[src/verilog/ptp_cmd_pkg.sv]
package ptp_cmd_pkg;

  // Word indices of the registers; byte address is four times the index.
  localparam logic [9:0] IDX_PAGE_SEL = 10'h013;
  localparam logic [9:0] IDX_CMD = 10'h014;
  localparam logic [9:0] IDX_TDR = 10'h015;
  localparam logic [9:0] IDX_TRIG_STS = 10'h017;

  // Page select value that maps the timing registers.
  localparam logic [2:0] PAGE_PTP = 3'h4;
  localparam logic [2:0] PAGE_RESET = 3'h0;

  // Command register field positions.
  localparam int TRIG_IDX_LSB = 10;
  localparam int BIT_DIS = 9;
  localparam int BIT_EN = 8;
  localparam int BIT_READ = 7;
  localparam int BIT_LOAD = 6;
  localparam int BIT_CLK = 5;

  // Trigger array and time-data sequencing.
  localparam int NUM_TRIG = 8;
  localparam int FIELD_COUNT = 4;
  localparam logic [2:0] TRIG_FIELDS = 3'h4;
  localparam logic [2:0] LAST_FIELD = 3'h3;
  localparam logic [2:0] CLK_PIECES = 3'h4;
  localparam logic [2:0] CNT_RESET = 3'h0;
  localparam logic [2:0] IDX_RESET = 3'h0;
  localparam logic [15:0] FIELD_RESET = 16'h0000;
  localparam logic [63:0] TIME_RESET = 64'h0000_0000_0000_0000;
  localparam logic [7:0] STS_RESET = 8'h00;

  // Time-data port sequencing modes.
  typedef enum logic [3:0] {
    MODE_IDLE = 4'b0001,
    MODE_LOAD = 4'b0010,
    MODE_RTRIG = 4'b0100,
    MODE_RCLK = 4'b1000
  } tdr_mode_t;

endpackage

[src/verilog/reg_access_if.sv]
`timescale 1ns/10ps
`default_nettype none
interface reg_access_if;
  logic req;
  logic write;
  logic [9:0] word;
  logic [31:0] wdata;
  logic [31:0] rdata;
  logic err;

  modport port (output req, output write, output word, output wdata,
                input rdata, input err);
  modport core (input req, input write, input word, input wdata,
                output rdata, output err);
endinterface
`default_nettype wire

[src/verilog/apb_reg_port.sv]
`timescale 1ns/10ps
`default_nettype none
module apb_reg_port (
  // Clock and reset
  input wire logic pclk,
  input wire logic presetn,
  // APB slave
  input wire logic psel,
  input wire logic penable,
  input wire logic pwrite,
  input wire logic [11:0] paddr,
  input wire logic [31:0] pwdata,
  output logic pready_q,
  output logic [31:0] prdata_q,
  output logic pslverr_q,
  // Register core
  reg_access_if.port bus
);

  logic access;
  logic aligned;

  // One wait state: the core acts in the first access cycle, and the
  // answer is registered so that every APB output comes from a flop.
  assign access = psel & penable & ~pready_q;
  assign aligned = (paddr[1:0] == 2'h0);
  assign bus.req = access & aligned;
  assign bus.write = pwrite;
  assign bus.word = paddr[11:2];
  assign bus.wdata = pwdata;

  always_ff @(posedge pclk or negedge presetn) begin
    if (!presetn) begin
      pready_q <= 1'b0;
      prdata_q <= 32'h0000_0000;
      pslverr_q <= 1'b0;
    end else begin
      pready_q <= access;
      pslverr_q <= access & (~aligned | bus.err);
      prdata_q <= (access & ~pwrite & aligned & ~bus.err) ?
                  bus.rdata : 32'h0000_0000;
    end
  end

endmodule
`default_nettype wire

[src/verilog/ptp_trigger_clock_control.sv]
`timescale 1ns/10ps
`default_nettype none
// What this block does
// - Timing registers respond only while page select holds value four.
// - Command register at index 0x14; top three bits ignored, read zero.
// - Three-bit trigger index, reset zero, picks the commanded trigger.
// - Disable bit 9 disables indexed trigger; self-clears, reads zero.
// - Command bits never show trigger state; separate status register does.
// - Disabled trigger keeps driving its current level onto assigned pin.
// - Enable bit 8 enables indexed trigger; self-clears, reads zero.
// - Readback bit 7 makes time-data reads return fields in load order.
// - Load bit 6 disables trigger at once; data writes fill its fields.
// - Load ends after last field written or on enable, whichever first.
// - Load bit reads one during a load, clears when load completes.
// - Clock sample bit 5 captures protocol time for readout; reads zero.
// - Time-data port at 0x15 moves 16-bit pieces; past the end reads zero.
module ptp_trigger_clock_control
  import ptp_cmd_pkg::*;
(
  // Clock and reset
  input wire logic pclk,
  input wire logic presetn,
  // APB slave
  input wire logic psel,
  input wire logic penable,
  input wire logic pwrite,
  input wire logic [11:0] paddr,
  input wire logic [31:0] pwdata,
  output logic pready,
  output logic [31:0] prdata,
  output logic pslverr,
  // Timing engine, same clock
  input wire logic [63:0] ptp_time,
  input wire logic [NUM_TRIG-1:0] trig_fire,
  // Trigger pins
  output logic [NUM_TRIG-1:0] trig_pin_out,
  output logic [NUM_TRIG-1:0] trig_pin_oe
);

  reg_access_if bus ();

  apb_reg_port u_port (
    .pclk(pclk),
    .presetn(presetn),
    .psel(psel),
    .penable(penable),
    .pwrite(pwrite),
    .paddr(paddr),
    .pwdata(pwdata),
    .pready_q(pready),
    .prdata_q(prdata),
    .pslverr_q(pslverr),
    .bus(bus)
  );

  logic [2:0] page_q;
  logic [2:0] idx_q;
  logic [2:0] act_idx_q;
  tdr_mode_t mode_q;
  tdr_mode_t mode_d;
  logic [2:0] cnt_q;
  logic [2:0] cnt_d;
  logic [NUM_TRIG-1:0] sts_q;
  logic [NUM_TRIG-1:0] sts_d;
  logic [63:0] sample_q;
  logic [15:0] cfg_q [NUM_TRIG][FIELD_COUNT];
  logic [NUM_TRIG-1:0] pin_level_q;
  logic [NUM_TRIG-1:0] pin_oe_q;

  logic page_ok;
  logic hit_page;
  logic hit_cmd;
  logic hit_tdr;
  logic hit_sts;
  logic wr;
  logic rd;
  logic cmd_wr;
  logic [2:0] new_idx;
  logic do_dis;
  logic do_en;
  logic do_read;
  logic do_load;
  logic do_clk;
  logic tdr_wr;
  logic tdr_rd;
  logic load_busy;
  logic load_last;
  logic [15:0] cmd_rdata;
  logic [15:0] trig_piece;
  logic [15:0] clk_piece;
  logic [15:0] tdr_rdata;

  // Address decode and command strobes.
  assign page_ok = (page_q == PAGE_PTP);
  assign hit_page = (bus.word == IDX_PAGE_SEL);
  assign hit_cmd = page_ok & (bus.word == IDX_CMD);
  assign hit_tdr = page_ok & (bus.word == IDX_TDR);
  assign hit_sts = page_ok & (bus.word == IDX_TRIG_STS);
  assign bus.err = ~(hit_page | hit_cmd | hit_tdr | hit_sts);
  assign wr = bus.req & bus.write;
  assign rd = bus.req & ~bus.write;
  assign cmd_wr = wr & hit_cmd;
  assign new_idx = bus.wdata[TRIG_IDX_LSB +: 3];
  assign do_dis = cmd_wr & bus.wdata[BIT_DIS];
  assign do_en = cmd_wr & bus.wdata[BIT_EN];
  assign do_read = cmd_wr & bus.wdata[BIT_READ];
  assign do_load = cmd_wr & bus.wdata[BIT_LOAD];
  assign do_clk = cmd_wr & bus.wdata[BIT_CLK];
  assign tdr_wr = wr & hit_tdr;
  assign tdr_rd = rd & hit_tdr;
  assign load_busy = (mode_q == MODE_LOAD);
  assign load_last = tdr_wr & load_busy & (cnt_q == LAST_FIELD);

  // Self-clearing command bits and reserved bits always read zero.
  assign cmd_rdata = {3'h0, idx_q, 3'h0, load_busy, 6'h00};

  // Pieces beyond the last available one read as zero.
  assign trig_piece = (cnt_q < TRIG_FIELDS) ?
                      cfg_q[act_idx_q][cnt_q[1:0]] : FIELD_RESET;
  assign clk_piece = (cnt_q < CLK_PIECES) ?
                     sample_q[{cnt_q[1:0], 4'h0} +: 16] : FIELD_RESET;
  assign tdr_rdata = (mode_q == MODE_RTRIG) ? trig_piece :
                     (mode_q == MODE_RCLK) ? clk_piece : FIELD_RESET;

  assign bus.rdata = hit_page ? {29'h0000_0000, page_q} :
                     hit_cmd ? {16'h0000, cmd_rdata} :
                     hit_tdr ? {16'h0000, tdr_tdata_fix(tdr_rdata)} :
                     hit_sts ? {24'h00_0000, sts_q} : 32'h0000_0000;

  function automatic logic [15:0] tdr_tdata_fix(input logic [15:0] v);
    tdr_tdata_fix = v;
  endfunction

  // Piece sequencer: a new load, readback or clock command restarts it at the first piece.
  always_comb begin
    mode_d = mode_q;
    cnt_d = cnt_q;
    if (do_load) begin
      mode_d = MODE_LOAD;
      cnt_d = CNT_RESET;
    end else if (do_read) begin
      mode_d = MODE_RTRIG;
      cnt_d = CNT_RESET;
    end else if (do_clk) begin
      mode_d = MODE_RCLK;
      cnt_d = CNT_RESET;
    end else begin
      case (mode_q)
        MODE_LOAD: begin
          if (tdr_wr) begin
            cnt_d = cnt_q + 3'h1;
            if (load_last) begin
              mode_d = MODE_IDLE;
            end
          end
        end
        MODE_RTRIG: begin
          if (tdr_rd && (cnt_q < TRIG_FIELDS)) begin
            cnt_d = cnt_q + 3'h1;
          end
        end
        MODE_RCLK: begin
          if (tdr_rd && (cnt_q < CLK_PIECES)) begin
            cnt_d = cnt_q + 3'h1;
          end
        end
        MODE_IDLE: begin
          cnt_d = cnt_q;
        end
        default: begin
          mode_d = MODE_IDLE;
          cnt_d = CNT_RESET;
        end
      endcase
    end
    // An enable ends a load in progress, even one started by this write.
    if (do_en && (mode_d == MODE_LOAD)) begin
      mode_d = MODE_IDLE;
    end
  end

  // Trigger state; enable is applied last so it wins in a combined write.
  always_comb begin
    sts_d = sts_q;
    if (do_dis) begin
      sts_d[new_idx] = 1'b0;
    end
    if (do_load) begin
      sts_d[new_idx] = 1'b0;
    end
    if (do_en) begin
      sts_d[new_idx] = 1'b1;
    end
  end

  always_ff @(posedge pclk or negedge presetn) begin
    if (!presetn) begin
      page_q <= PAGE_RESET;
      idx_q <= IDX_RESET;
      act_idx_q <= IDX_RESET;
      mode_q <= MODE_IDLE;
      cnt_q <= CNT_RESET;
      sts_q <= STS_RESET;
    end else begin
      if (wr && hit_page) begin
        page_q <= bus.wdata[2:0];
      end
      if (cmd_wr) begin
        idx_q <= new_idx;
      end
      if (do_load || do_read) begin
        act_idx_q <= new_idx;
      end
      mode_q <= mode_d;
      cnt_q <= cnt_d;
      sts_q <= sts_d;
    end
  end

  always_ff @(posedge pclk or negedge presetn) begin
    if (!presetn) begin
      sample_q <= TIME_RESET;
    end else if (do_clk) begin
      sample_q <= ptp_time;
    end
  end

  always_ff @(posedge pclk or negedge presetn) begin
    if (!presetn) begin
      for (int t = 0; t < NUM_TRIG; t++) begin
        for (int f = 0; f < FIELD_COUNT; f++) begin
          cfg_q[t][f] <= FIELD_RESET;
        end
      end
    end else if (tdr_wr && load_busy) begin
      cfg_q[act_idx_q][cnt_q[1:0]] <= bus.wdata[15:0];
    end
  end

  // A disabled trigger freezes its level but keeps the pin driven, so a
  // disable never leaves the pin floating.
  always_ff @(posedge pclk or negedge presetn) begin
    if (!presetn) begin
      pin_level_q <= STS_RESET;
      pin_oe_q <= STS_RESET;
    end else begin
      for (int t = 0; t < NUM_TRIG; t++) begin
        if (sts_q[t]) begin
          pin_level_q[t] <= trig_fire[t];
        end
        pin_oe_q[t] <= cfg_q[t][0][0];
      end
    end
  end

  assign trig_pin_out = pin_level_q;
  assign trig_pin_oe = pin_oe_q;
endmodule
`default_nettype wire

[config.mk]
export PLATFORM = sky130hd
export DESIGN_NAME = ptp_trigger_clock_control
export DESIGN_NICKNAME = d
export VERILOG_FILES = /design/src/verilog/ptp_cmd_pkg.sv /design/src/verilog/reg_access_if.sv /design/src/verilog/apb_reg_port.sv /design/src/verilog/ptp_trigger_clock_control.sv
export SDC_FILE = /design/constraint.sdc
export NUM_CORES = 1
export LEC_CHECK = 0
export ABC_AREA = 0
export CAP_MARGIN = 40
export CORE_MARGIN = 2
export CORE_UTILIZATION = 55
export CTS_BUF_LIST = sky130_fd_sc_hd__clkbuf_2 sky130_fd_sc_hd__clkbuf_4 sky130_fd_sc_hd__clkbuf_8
export CTS_CLUSTER_SIZE = 8
export DETAILED_ROUTE_END_ITERATION = 10
export DONT_BUFFER_PORTS = 1
export PLACE_DENSITY = 0.82
export SLEW_MARGIN = 5
export SYNTH_ARGS = -nofsm -noshare
export SYNTH_HDL_FRONTEND = slang
export SYNTH_SLANG_ARGS = --single-unit
[constraint.sdc]
create_clock -name pclk -period 2.7 [get_ports pclk]
set_input_delay 0.27 -clock pclk [delete_from_list [all_inputs] [get_ports pclk]]
set_output_delay 0.27 -clock pclk [all_outputs]
set_load 0.01 [all_outputs]
# After elaboration in Yosys (flattened, before gate mapping)
# Cells that the tools add are included.
# totals
ff_bits	650
inputBits	121
output_inout_bits	50
wordCells	160
# op_classes
addsub	1
order_cmp	7
n_eq_ne	14
n_shift	1
muxes	38
bitwise	36
n_reduce_logical	12
# op_table
operator	count
$bwmux 512	1
$bmux 64 s3	1
$demux 64 s3	1
$mux 64	3
$mux 16	11
$shiftx 64x7->16	1
$eq 10x5->1 const B	4
$bmux 16 s2	1
$demux 16 s2	1
$mux 8	4
$mux 4	6
$and 1x1->1	22
$and 8x8->8	2
$mux 3	5
$pmux 3 s3	1
$eq 4x2->1 const B	2
$not 8->8	1
$or 8x8->8	1
$pmux 4 s2	1
$logic_and 1x1->1	7
$ne 5x1->1 const B	1
$ne 5x5->1 const B	1
$eq 4x1->1 const B	1
$eq 4x3->1 const B	1
other kinds (23)	29

# Longest topological paths before layout
# Gate-level depths: netlist of the first run.
# logic_depth
depth_word	16
ltp_mapped	11
mapped_depth_nobuf	8

# Hierarchy
# From an unflattened synthesis of the first run, not the netlist that was laid out.
# hier_totals
cells_unflattened	2244
hier_area_um2	30361.6
# by_module_without_submodules
module	instances	cells_per_inst	area_per_inst_um2	seq_area_each_um2
ptp_trigger_clock_control	1	2101	28745.1	15416.0
apb_reg_port	1	143	1616.6	850.8

# Worst setup path before layout of the first run
# No wires, ideal clock.
# synth_timing
path_kind	register to register
start	reg cnt_q[0]
end	reg cfg_q[373] (netlist bit)
setup_ns	0.125
arrival_time_ns	2.311
required_ns	2.575
slack_ns	0.264
stages_incl_launch_ff	11
path_buffers	5
path_cell_list	dfrtp_1 > clkbuf_1 > inv_1 > clkbuf_1 > clkbuf_1 > ha_1 > and2_1 > buf_6 > nand2_4 > buf_6 > mux2_4
# synth_via
elab_chain_cells	8
# synth_rtl
element	line_no	text
from (decl)	ptp_trigger_clock_control.sv:61	logic [2:0] cnt_q;
from (signal assigned)	ptp_trigger_clock_control.sv:215	cnt_q <= cnt_d;
$not 2->3 (not written as such) *	ptp_trigger_clock_control.sv:236	cfg_q[act_idx_q][cnt_q[1:0]] <= bus.wdata[15:0];
$ge 3x3->1 (not written as such) or $lt 3x1->1 (tied branches)	ptp_trigger_clock_control.sv:236	
$logic_and 1x1->1 (not written as such)	ptp_trigger_clock_control.sv:236	
$mux 16 (not written as such)	ptp_trigger_clock_control.sv:236	
$demux 16 s2 *	ptp_trigger_clock_control.sv:236	
$mux 64 (not written as such) *	ptp_trigger_clock_control.sv:236	
$demux 64 s3 *	ptp_trigger_clock_control.sv:236	
$bwmux 512 *	ptp_trigger_clock_control.sv:236	
to (signal, indexed assignment)	ptp_trigger_clock_control.sv:236	
to (decl)	ptp_trigger_clock_control.sv:66	logic [15:0] cfg_q [NUM_TRIG][FIELD_COUNT];
# Mark *: on every way between the ends. The rest lies on a longest branch, timed or not.
# A chain may end at the register's enable or synchronous reset.

# Final worst setup path of the first run
# layout_timing
start	reg act_idx_q[1]
end	reg u_port.prdata_q[5]
# layout_via
elab_chain_cells	13
# layout_rtl
element	line_no	text
from (decl)	ptp_trigger_clock_control.sv:58	logic [2:0] act_idx_q;
from (signal assigned)	ptp_trigger_clock_control.sv:212	act_idx_q <= new_idx;
$not 3->4 (not written as such)	ptp_trigger_clock_control.sv:119	cfg_q[act_idx_q][cnt_q[1:0]] : FIELD_RESET;
$bmux 64 s3	ptp_trigger_clock_control.sv:119	
$mux 64 (not written as such) (2 in a row)	ptp_trigger_clock_control.sv:119	
$bmux 16 s2	ptp_trigger_clock_control.sv:119	
$mux 16 (not written as such) (2 in a row)	ptp_trigger_clock_control.sv:119	
$mux 16	ptp_trigger_clock_control.sv:118	assign trig_piece = (cnt_q < TRIG_FIELDS) ?
$mux 16	ptp_trigger_clock_control.sv:122	assign tdr_rdata = (mode_q == MODE_RTRIG) ? trig_piece :
$mux 16	ptp_trigger_clock_control.sv:127	hit_tdr ? {16'h0000, tdr_tdata_fix(tdr_rdata)} :
$mux 16	ptp_trigger_clock_control.sv:126	hit_cmd ? {16'h0000, cmd_rdata} :
$mux 16	ptp_trigger_clock_control.sv:125	assign bus.rdata = hit_page ? {29'h0000_0000, page_q} :
$mux 16	apb_reg_port.sv:40	prdata_q <= (access & ~pwrite & aligned & ~bus.err) ?
to (signal assigned)	apb_reg_port.sv:40	
to (decl)	apb_reg_port.sv:14	output logic [31:0] prdata_q,
# Every way passes these cells. The select of a mux whose other input is x is not followed.

==> summary.txt, run 1 <==
Synth
  – Yosys cell types: 67
  – Synth Instances: 2170
  – Post-synth EDFFs: 0
  – Area leader, netlist: dfrtp_1
  – Synth top area cells: dfrtp_1 (53%), mux2_2 (12%), mux2_4 (8.3%), mux2_1 (5.8%), mux4_2 (2.7%)
  – Cell Area, Synth: 30100 um2
  – Most used DFF post-synth: dfrtp_1
  – Flops & latches, synth: 634
  – Syn Area/Cell: 13.9 um2
  – YS warnings: 0
  – Async set-reset flop share out of synthesis: 1.00
  – Register area share after synthesis: 0.526
  – Top cell type's share of synthesized area: 0.526

Global route
  – First-pass GRT wire length: 141 mm
  – GR Util All Layers: 0.331
  – Grt ovf: 0
  – Initial antenna violation count: 3
  – Vias in the first global route: 22351
  – Largest net degree at the start of global routing: 635

Power and ir drop
  – Peak VDD IR: 0.000497 V
  – PD cells: 525 nW/um2
  – Lkg Pwr: 0.0171 uW

Floorplan
  – Core area: 54000 um2
  – Starting density of the core: 0.558
  – Core Rows: 85
  – # IOs: 171
  – Die area: 56700 um2
  – Chip width: 238 um
  – Die span in y: 238 um

STA
  – Final Setup Violations: 7
  – Final hold vios: 633
  – Worst-case clock skew: 34.3 ps
  – Fmax: 361 MHz
  – Unrepaired setup endpoints after global routing: true
  – Max Slew Vio Count: 501
  – Worst rel slew slack: -0.770
  – Tightest Pin Transition: 2660 ps
  – Worst setup margin: -67.9 ps
  – Final period utilization: 1.03
  – Tmin final: 2770 ps
  – Hold WS: -671 ps

Detailed routing
  – Initial drt markers: 2988
  – DRT antenna net count: 0
  – Drt wl/cell: 30.6 um
  – Via Count: 21119
  – DR pass1 iterations: 8
  – Number of vias per cell: 6.85
  – Routed WL: 94.4 mm
  – Drt drc: 0

Critical path
  – Top delay family on crit path: compound AO/OA/AOI/OAI gates
  – Arr. time, crit path: 3320 ps
  – Worst endpoint required time: 3250 ps
  – CP max stage delay: 570 ps
  – CP cell instances: buf_4, mux2_2, a221oi_1, nor2_1, o211ai_1, a311oi_2
  – CP Class: reg -> reg
  – Slowest-stage cell, CP: dfrtp_4
  – Startpoint types: flip-flop
  – Worst-path maximum fanout: 12
  – Critical Path End Type: flip-flop
  – Reg2Reg Launch Point: act_idx_q[1]
  – CP Launch Point: act_idx_q[1]
  – Worst path bufs/invs: 1

Clocking
  – Sinks on Clock Net: 634
  – # hold bufs at CTS: 119
  – Max clock buf depth: 3
  – H-Tree Depth: 3
  – Root buffer cell: clkbuf_8
  – Num CTS Buffers: 98
  – Clk pin slew, worst setup/hold paths: 70 ps
  – Worst-skew pair later-pin latency: 750 ps
  – CTS tree: yes

Placement
  – Buffers added on ports: 0
  – Dpl cells: 2794
  – RePlAce Congestion: 0.878
  – DP HPWL: 53.3 mm

Finish
  – Antenna fix cells: 0
  – Layout Utilization: 0.644
  – Final Non-Filler Cells: 3083
  – P&R area growth vs syn: 15.5%
  – Layout cells sized above 1: 0.377
  – Layout net count: 2454

Status
  – Failing checks: hold timing, slew limit, setup timing
  – Outcome: finished with violations

Worst hold path
  – HP Class: in -> async

Job
  – Max_cap viols: 0
Yosys cell counts (8+ instances only):
cell type,instances
a211oi_1,12
a21oi_1,72
a221o_1,11
a221oi_1,58
a22o_1,10
a22oi_1,27
a31oi_1,15
and2_1,9
buf_2,34
buf_4,23
buf_6,35
clkbuf_1,99
dfrtp_1,633
inv_1,12
mux2_1,154
mux2_2,319
mux2_4,166
mux2i_1,70
mux4_2,36
nand2_1,63
nand2_4,32
nand2b_1,8
nand3_1,13
nor2_1,62
o211ai_1,11
o21ai_0,76
o221ai_1,10
o22ai_1,8
area by class of cell:
| cell class | instances | area [um2] |
|---|---|---|
| clock buffers | 148 | 1820 |
| clock inverters | 11 | 113 |
| fillers | 3606 | 19200 |
| inverters | 12 | 45.0 |
| multi-input cells | 1341 | 13500 |
| flip-flops and latches | 634 | 15900 |
| well taps | 696 | 871 |
| repair buffers | 241 | 2620 |
metal layers:
metal,routed length (um),track usage
met1,34100,0.419
met2,42700,0.503
met3,10900,0.101
met4,6730,0.200
met5,12,0
worst reg2reg max path, stage by stage, from the launching register on:
cell	delay (ps)
dfrtp_4	570
buf_4	300
mux2_2	380
a221oi_1	310
nor2_1	220
o211ai_1	570
a311oi_2	240
power by group:
group / switching, uW / internal [uW]
clock network: 3980 / 4370
registers: 2.22 / 9510
logic: 250 / 166
state kept, by name, indices dropped and copies added, names as in the netlist:
| register | flops |
|---|---|
| act_idx_q | 3 |
| cfg_q | 512 |
| cnt_q | 3 |
| idx_q | 3 |
| mode_q | 4 |
| page_q | 3 |
| sample_q | 64 |
| sts_q | 8 |
| trig_pin_oe | 8 |
| trig_pin_out | 8 |
| u_port.prdata_q | 16 |
| u_port.pready_q | 1 |
| u_port.pslverr_q | 1 |
path summary, 6_finish.rpt:
path / depth (start not counted) / slack (ps) / end
setup / recovery: 6 / -70 / u_port.prdata_q[5]
hold / removal: 0 / -670 / cfg_q[398]
setup reg to reg: 6 / -70 / u_port.prdata_q[5]
hold reg to reg: 0 / 420 / trig_pin_oe[7]
max in group asynchronous: 0 / 1150 / act_idx_q[0]
min in group pclk: 4 / 70 / u_port.prdata_q[2]
per-stage QoR:
stage	instance area (um2)	TNS, ps	worst slack [ps]	total power [uW]
after global placement	31100	-361	-207	9720
final	34800	-245	-67.9	18300
after detailed placement	31100	-103	-47.0	9730
after CTS	34400	0	4.43	18100
after global routing	34800	-559	-89.6	18700
after floorplan	30200	0	264	9830
cells in the final DEF (no fill, tap or decap), types with 62 or more instances in the layout:
| cell type | Yosys | layout |
|---|---|---|
| dfrtp_1 | 633 | 629 |
| mux2_2 | 319 | 319 |
| mux2_4 | 166 | 166 |
| mux2_1 | 154 | 154 |
| clkbuf_8 | 0 | 113 |
| dlygate4sd3_1 | 0 | 103 |
| buf_4 | 23 | 94 |
| o21ai_0 | 76 | 72 |
| a21oi_1 | 72 | 70 |
| mux2i_1 | 70 | 70 |
| nand2_1 | 63 | 62 |
cell families (layout without fill, tap and decap cells):
| family | after synthesis | count (layout) | share of synthesized area |
|---|---|---|---|
| simple gates | 233 | 233 | 0.0450 |
| other cells | 1 | 16 | 0.000124 |
| buf+inv | 210 | 412 | 0.0395 |
| compound gates | 341 | 341 | 0.0770 |
| mux | 745 | 745 | 0.310 |
| flops | 634 | 634 | 0.526 |
| xor+xnor | 1 | 1 | 0.000291 |
| fa+ha+maj | 5 | 5 | 0.00208 |
repair_timing:
item / CTS / global route
gates cloned: 1 / 2
pin swaps: 0 / 5
endpoints found under the hold margin: 1255 / 633
endpoints found under the setup margin: 5 / 535
buffers inserted: 0 / 8
gates resized for setup: 7 / 50
Power figures use the tool's default switching activity.
==> run 2, diff against run 1 <==
--- a/config.mk
+++ b/config.mk
@@ -7,7 +7,6 @@
 export LEC_CHECK = 0
 export ABC_AREA = 0
 export CAP_MARGIN = 40
-export CORE_MARGIN = 2
 export CORE_UTILIZATION = 55
 export CTS_BUF_LIST = sky130_fd_sc_hd__clkbuf_2 sky130_fd_sc_hd__clkbuf_4 sky130_fd_sc_hd__clkbuf_8
 export CTS_CLUSTER_SIZE = 8
==> summary.txt, run 2 (synthesized netlist as in run 1, its figures left out) <==
Floorplan
  – # IOs: 171
  – Starting density of the core: 0.558
  – Core area: 54000 um2
  – Die area: 55700 um2
  – Die span in y: 236 um
  – Chip width: 236 um
  – Core Rows: 85

Finish
  – Layout cells sized above 1: 0.381
  – Layout Utilization: 0.644
  – Fill cells: 3551
  – Commonest non-fill, non-tap cell in the layout: dfrtp_1
  – Largest register FFs: 512
  – Biggest register: cfg_q
  – Most frequent cells in the layout: dfrtp_1 (629), mux2_2 (319), mux2_4 (166)
  – Post-route design area: 34800 um2
  – P&R area growth vs syn: 15.4%
  – Top flop regs: cfg_q x512, sample_q x64, u_port.prdata_q x16
  – Final Non-Filler Cells: 3099
  – Layout net count: 2467

Placement
  – Worst slack, placed: -163 ps
  – RePlAce Congestion: 0.934
  – DP HPWL: 53.6 mm
  – Post-DP Area: 31100 um2
  – Dpl cells: 2812
  – Buffers added on ports: 0

Clocking
  – Max clock buf depth: 3
  – Root buffer cell: clkbuf_8
  – Worst-skew pair later-pin latency: 720 ps
  – H-Tree Depth: 3
  – CTS tree: yes
  – Num CTS Buffers: 98
  – # hold bufs at CTS: 117
  – Clk pin slew, worst setup/hold paths: 60 ps
  – Sinks on Clock Net: 634

STA
  – Hold WS: -665 ps
  – Tmin final: 2810 ps
  – Fmax: 357 MHz
  – Final period utilization: 1.04
  – Final hold vios: 422
  – Worst rel slew slack: -1.29
  – Worst setup margin: -105 ps
  – Worst-case clock skew: 33.7 ps
  – Max Slew Vio Count: 550
  – Setup TNS Final: -295 ps
  – Unrepaired setup endpoints after global routing: true
  – Tightest Pin Transition: 3440 ps
  – Final Setup Violations: 6

Global route
  – Vias in the first global route: 21933
  – Largest net degree at the start of global routing: 635
  – Initial antenna violation count: 4
  – GR Util All Layers: 0.332
  – First-pass GRT wire length: 139 mm
  – Grt ovf: 0

Detailed routing
  – DR WL met3: 10.9 mm
  – Drt wl/cell: 29.9 um
  – Top Layer Used: met5
  – DRT met1 WL: 33.7 mm
  – Drt drc: 0
  – Routed WL: 92.7 mm
  – Via Count: 21180
  – Number of vias per cell: 6.83
  – Met2 wire len: 42.0 mm
  – DRT antenna net count: 0
  – Initial drt markers: 2881
  – DR pass1 iterations: 8

Critical path
  – Slowest-stage cell, CP: dfrtp_4
  – CP max stage delay: 550 ps
  – CP most frequent cell: buf_4
  – Worst-path maximum fanout: 8
  – Critical Path End Type: flip-flop
  – CP cell instances: buf_4, clkinvlp_4, buf_4, nor2_4, a22oi_1, a31oi_1, o21ai_0, buf_4, a311oi_2, buf_4
  – Top delay family on crit path: buffers and inverters
  – Worst path bufs/invs: 5
  – Arr. time, crit path: 3450 ps
  – Worst endpoint required time: 3340 ps
  – CP Class: reg -> reg
  – Startpoint types: flip-flop

Power and ir drop
  – Switching power: 4180 uW
  – Combinational share of power: 0.022
  – Switching Fraction: 0.230
  – Peak VDD IR: 0.000439 V
  – Pint: 14000 uW
  – Reg power frac: 0.523
  – Clock network power share: 0.454
  – Lkg Pwr: 0.0171 uW
  – PD cells: 523 nW/um2

Job
  – Max_cap viols: 0

Worst hold path
  – HP Class: in -> async

Status
  – Failing checks: hold timing, slew limit, setup timing
  – Outcome: finished with violations
## run 2: cell count changes in the layout (fill, tap and decap cells not counted), moves of 3 or more
cell | before | now
buf_4 | 94 | 117
buf_12 | 36 | 30
a31oi_2 | 4 | 1
nand2_4 | 15 | 12
nand2_8 | 17 | 20
## run 2: final cells by class
class                   instances  area [um2]  share of cell area
flip-flops and latches        634       15900               0.457
multi-input cells            1341       13500               0.388
repair buffers                254        2560              0.0736
clock buffers                 149        1840              0.0528
well taps                     696         871              0.0250
clock inverters                11        92.6             0.00266
inverters                      12        48.8             0.00140
diodes                          2        5.00            0.000144
## run 2: worst reg2reg max path, delay by kind of cell, from the launching register on
kind / cells / cell delay [ps]
simple gates: 1 / 210
compound gates: 4 / 930
flops: 1 / 550
buf+inv: 5 / 1050
## run 2: what timing repair did
| item | CTS | global route |
|---|---|---|
| endpoints found under the setup margin | 7 | 189 |
| hold endpoints to repair | 1253 | 633 |
| gates resized for setup | 9 | 50 |
| setup buffers | 1 | 6 |
## run 2: power by group through the flow
stage	clock network, uW	registers [uW]	logic (uW)
finish	8260	9510	407
global route	8640	9500	412
CTS	8170	9510	379
detailed placement	0	9680	47.6
global placement	0	9680	46.6
floorplan	0	9680	146
## run 2: per-layer routing
layer  GRT usage  vias to the layer above
met3       0.101                      452
li1            -                     8311
met1       0.428                    10856
met4       0.192                        2
met2       0.498                     1559
met5           0                        -
## run 2: path summary, 6_finish.rpt
| check | startpoint | slack (ps) | cells past startpoint | end |
|---|---|---|---|---|
| max in group asynchronous | presetn | 760 | 0 | sample_q[27] |
| worst min register to register | cfg_q[304] | 410 | 0 | trig_pin_oe[3] |
| min in group pclk | pwrite | 10 | 3 | page_q[0] |
| worst min-delay path | presetn | -670 | 0 | cfg_q[155] |
| worst max-delay path | act_idx_q[2] | -110 | 10 | u_port.prdata_q[6] |
| worst max register to register | act_idx_q[2] | -110 | 10 | u_port.prdata_q[6] |
## run 2: per-stage QoR
step	power [uW]	hold slack, ps
3_5_place_dp	9730	27.9
6_report	18200	-665
2_1_floorplan	9830	-25.6
5_1_grt	18500	-709
3_3_place_gp	9730	36.6
4_1_cts	18100	-729
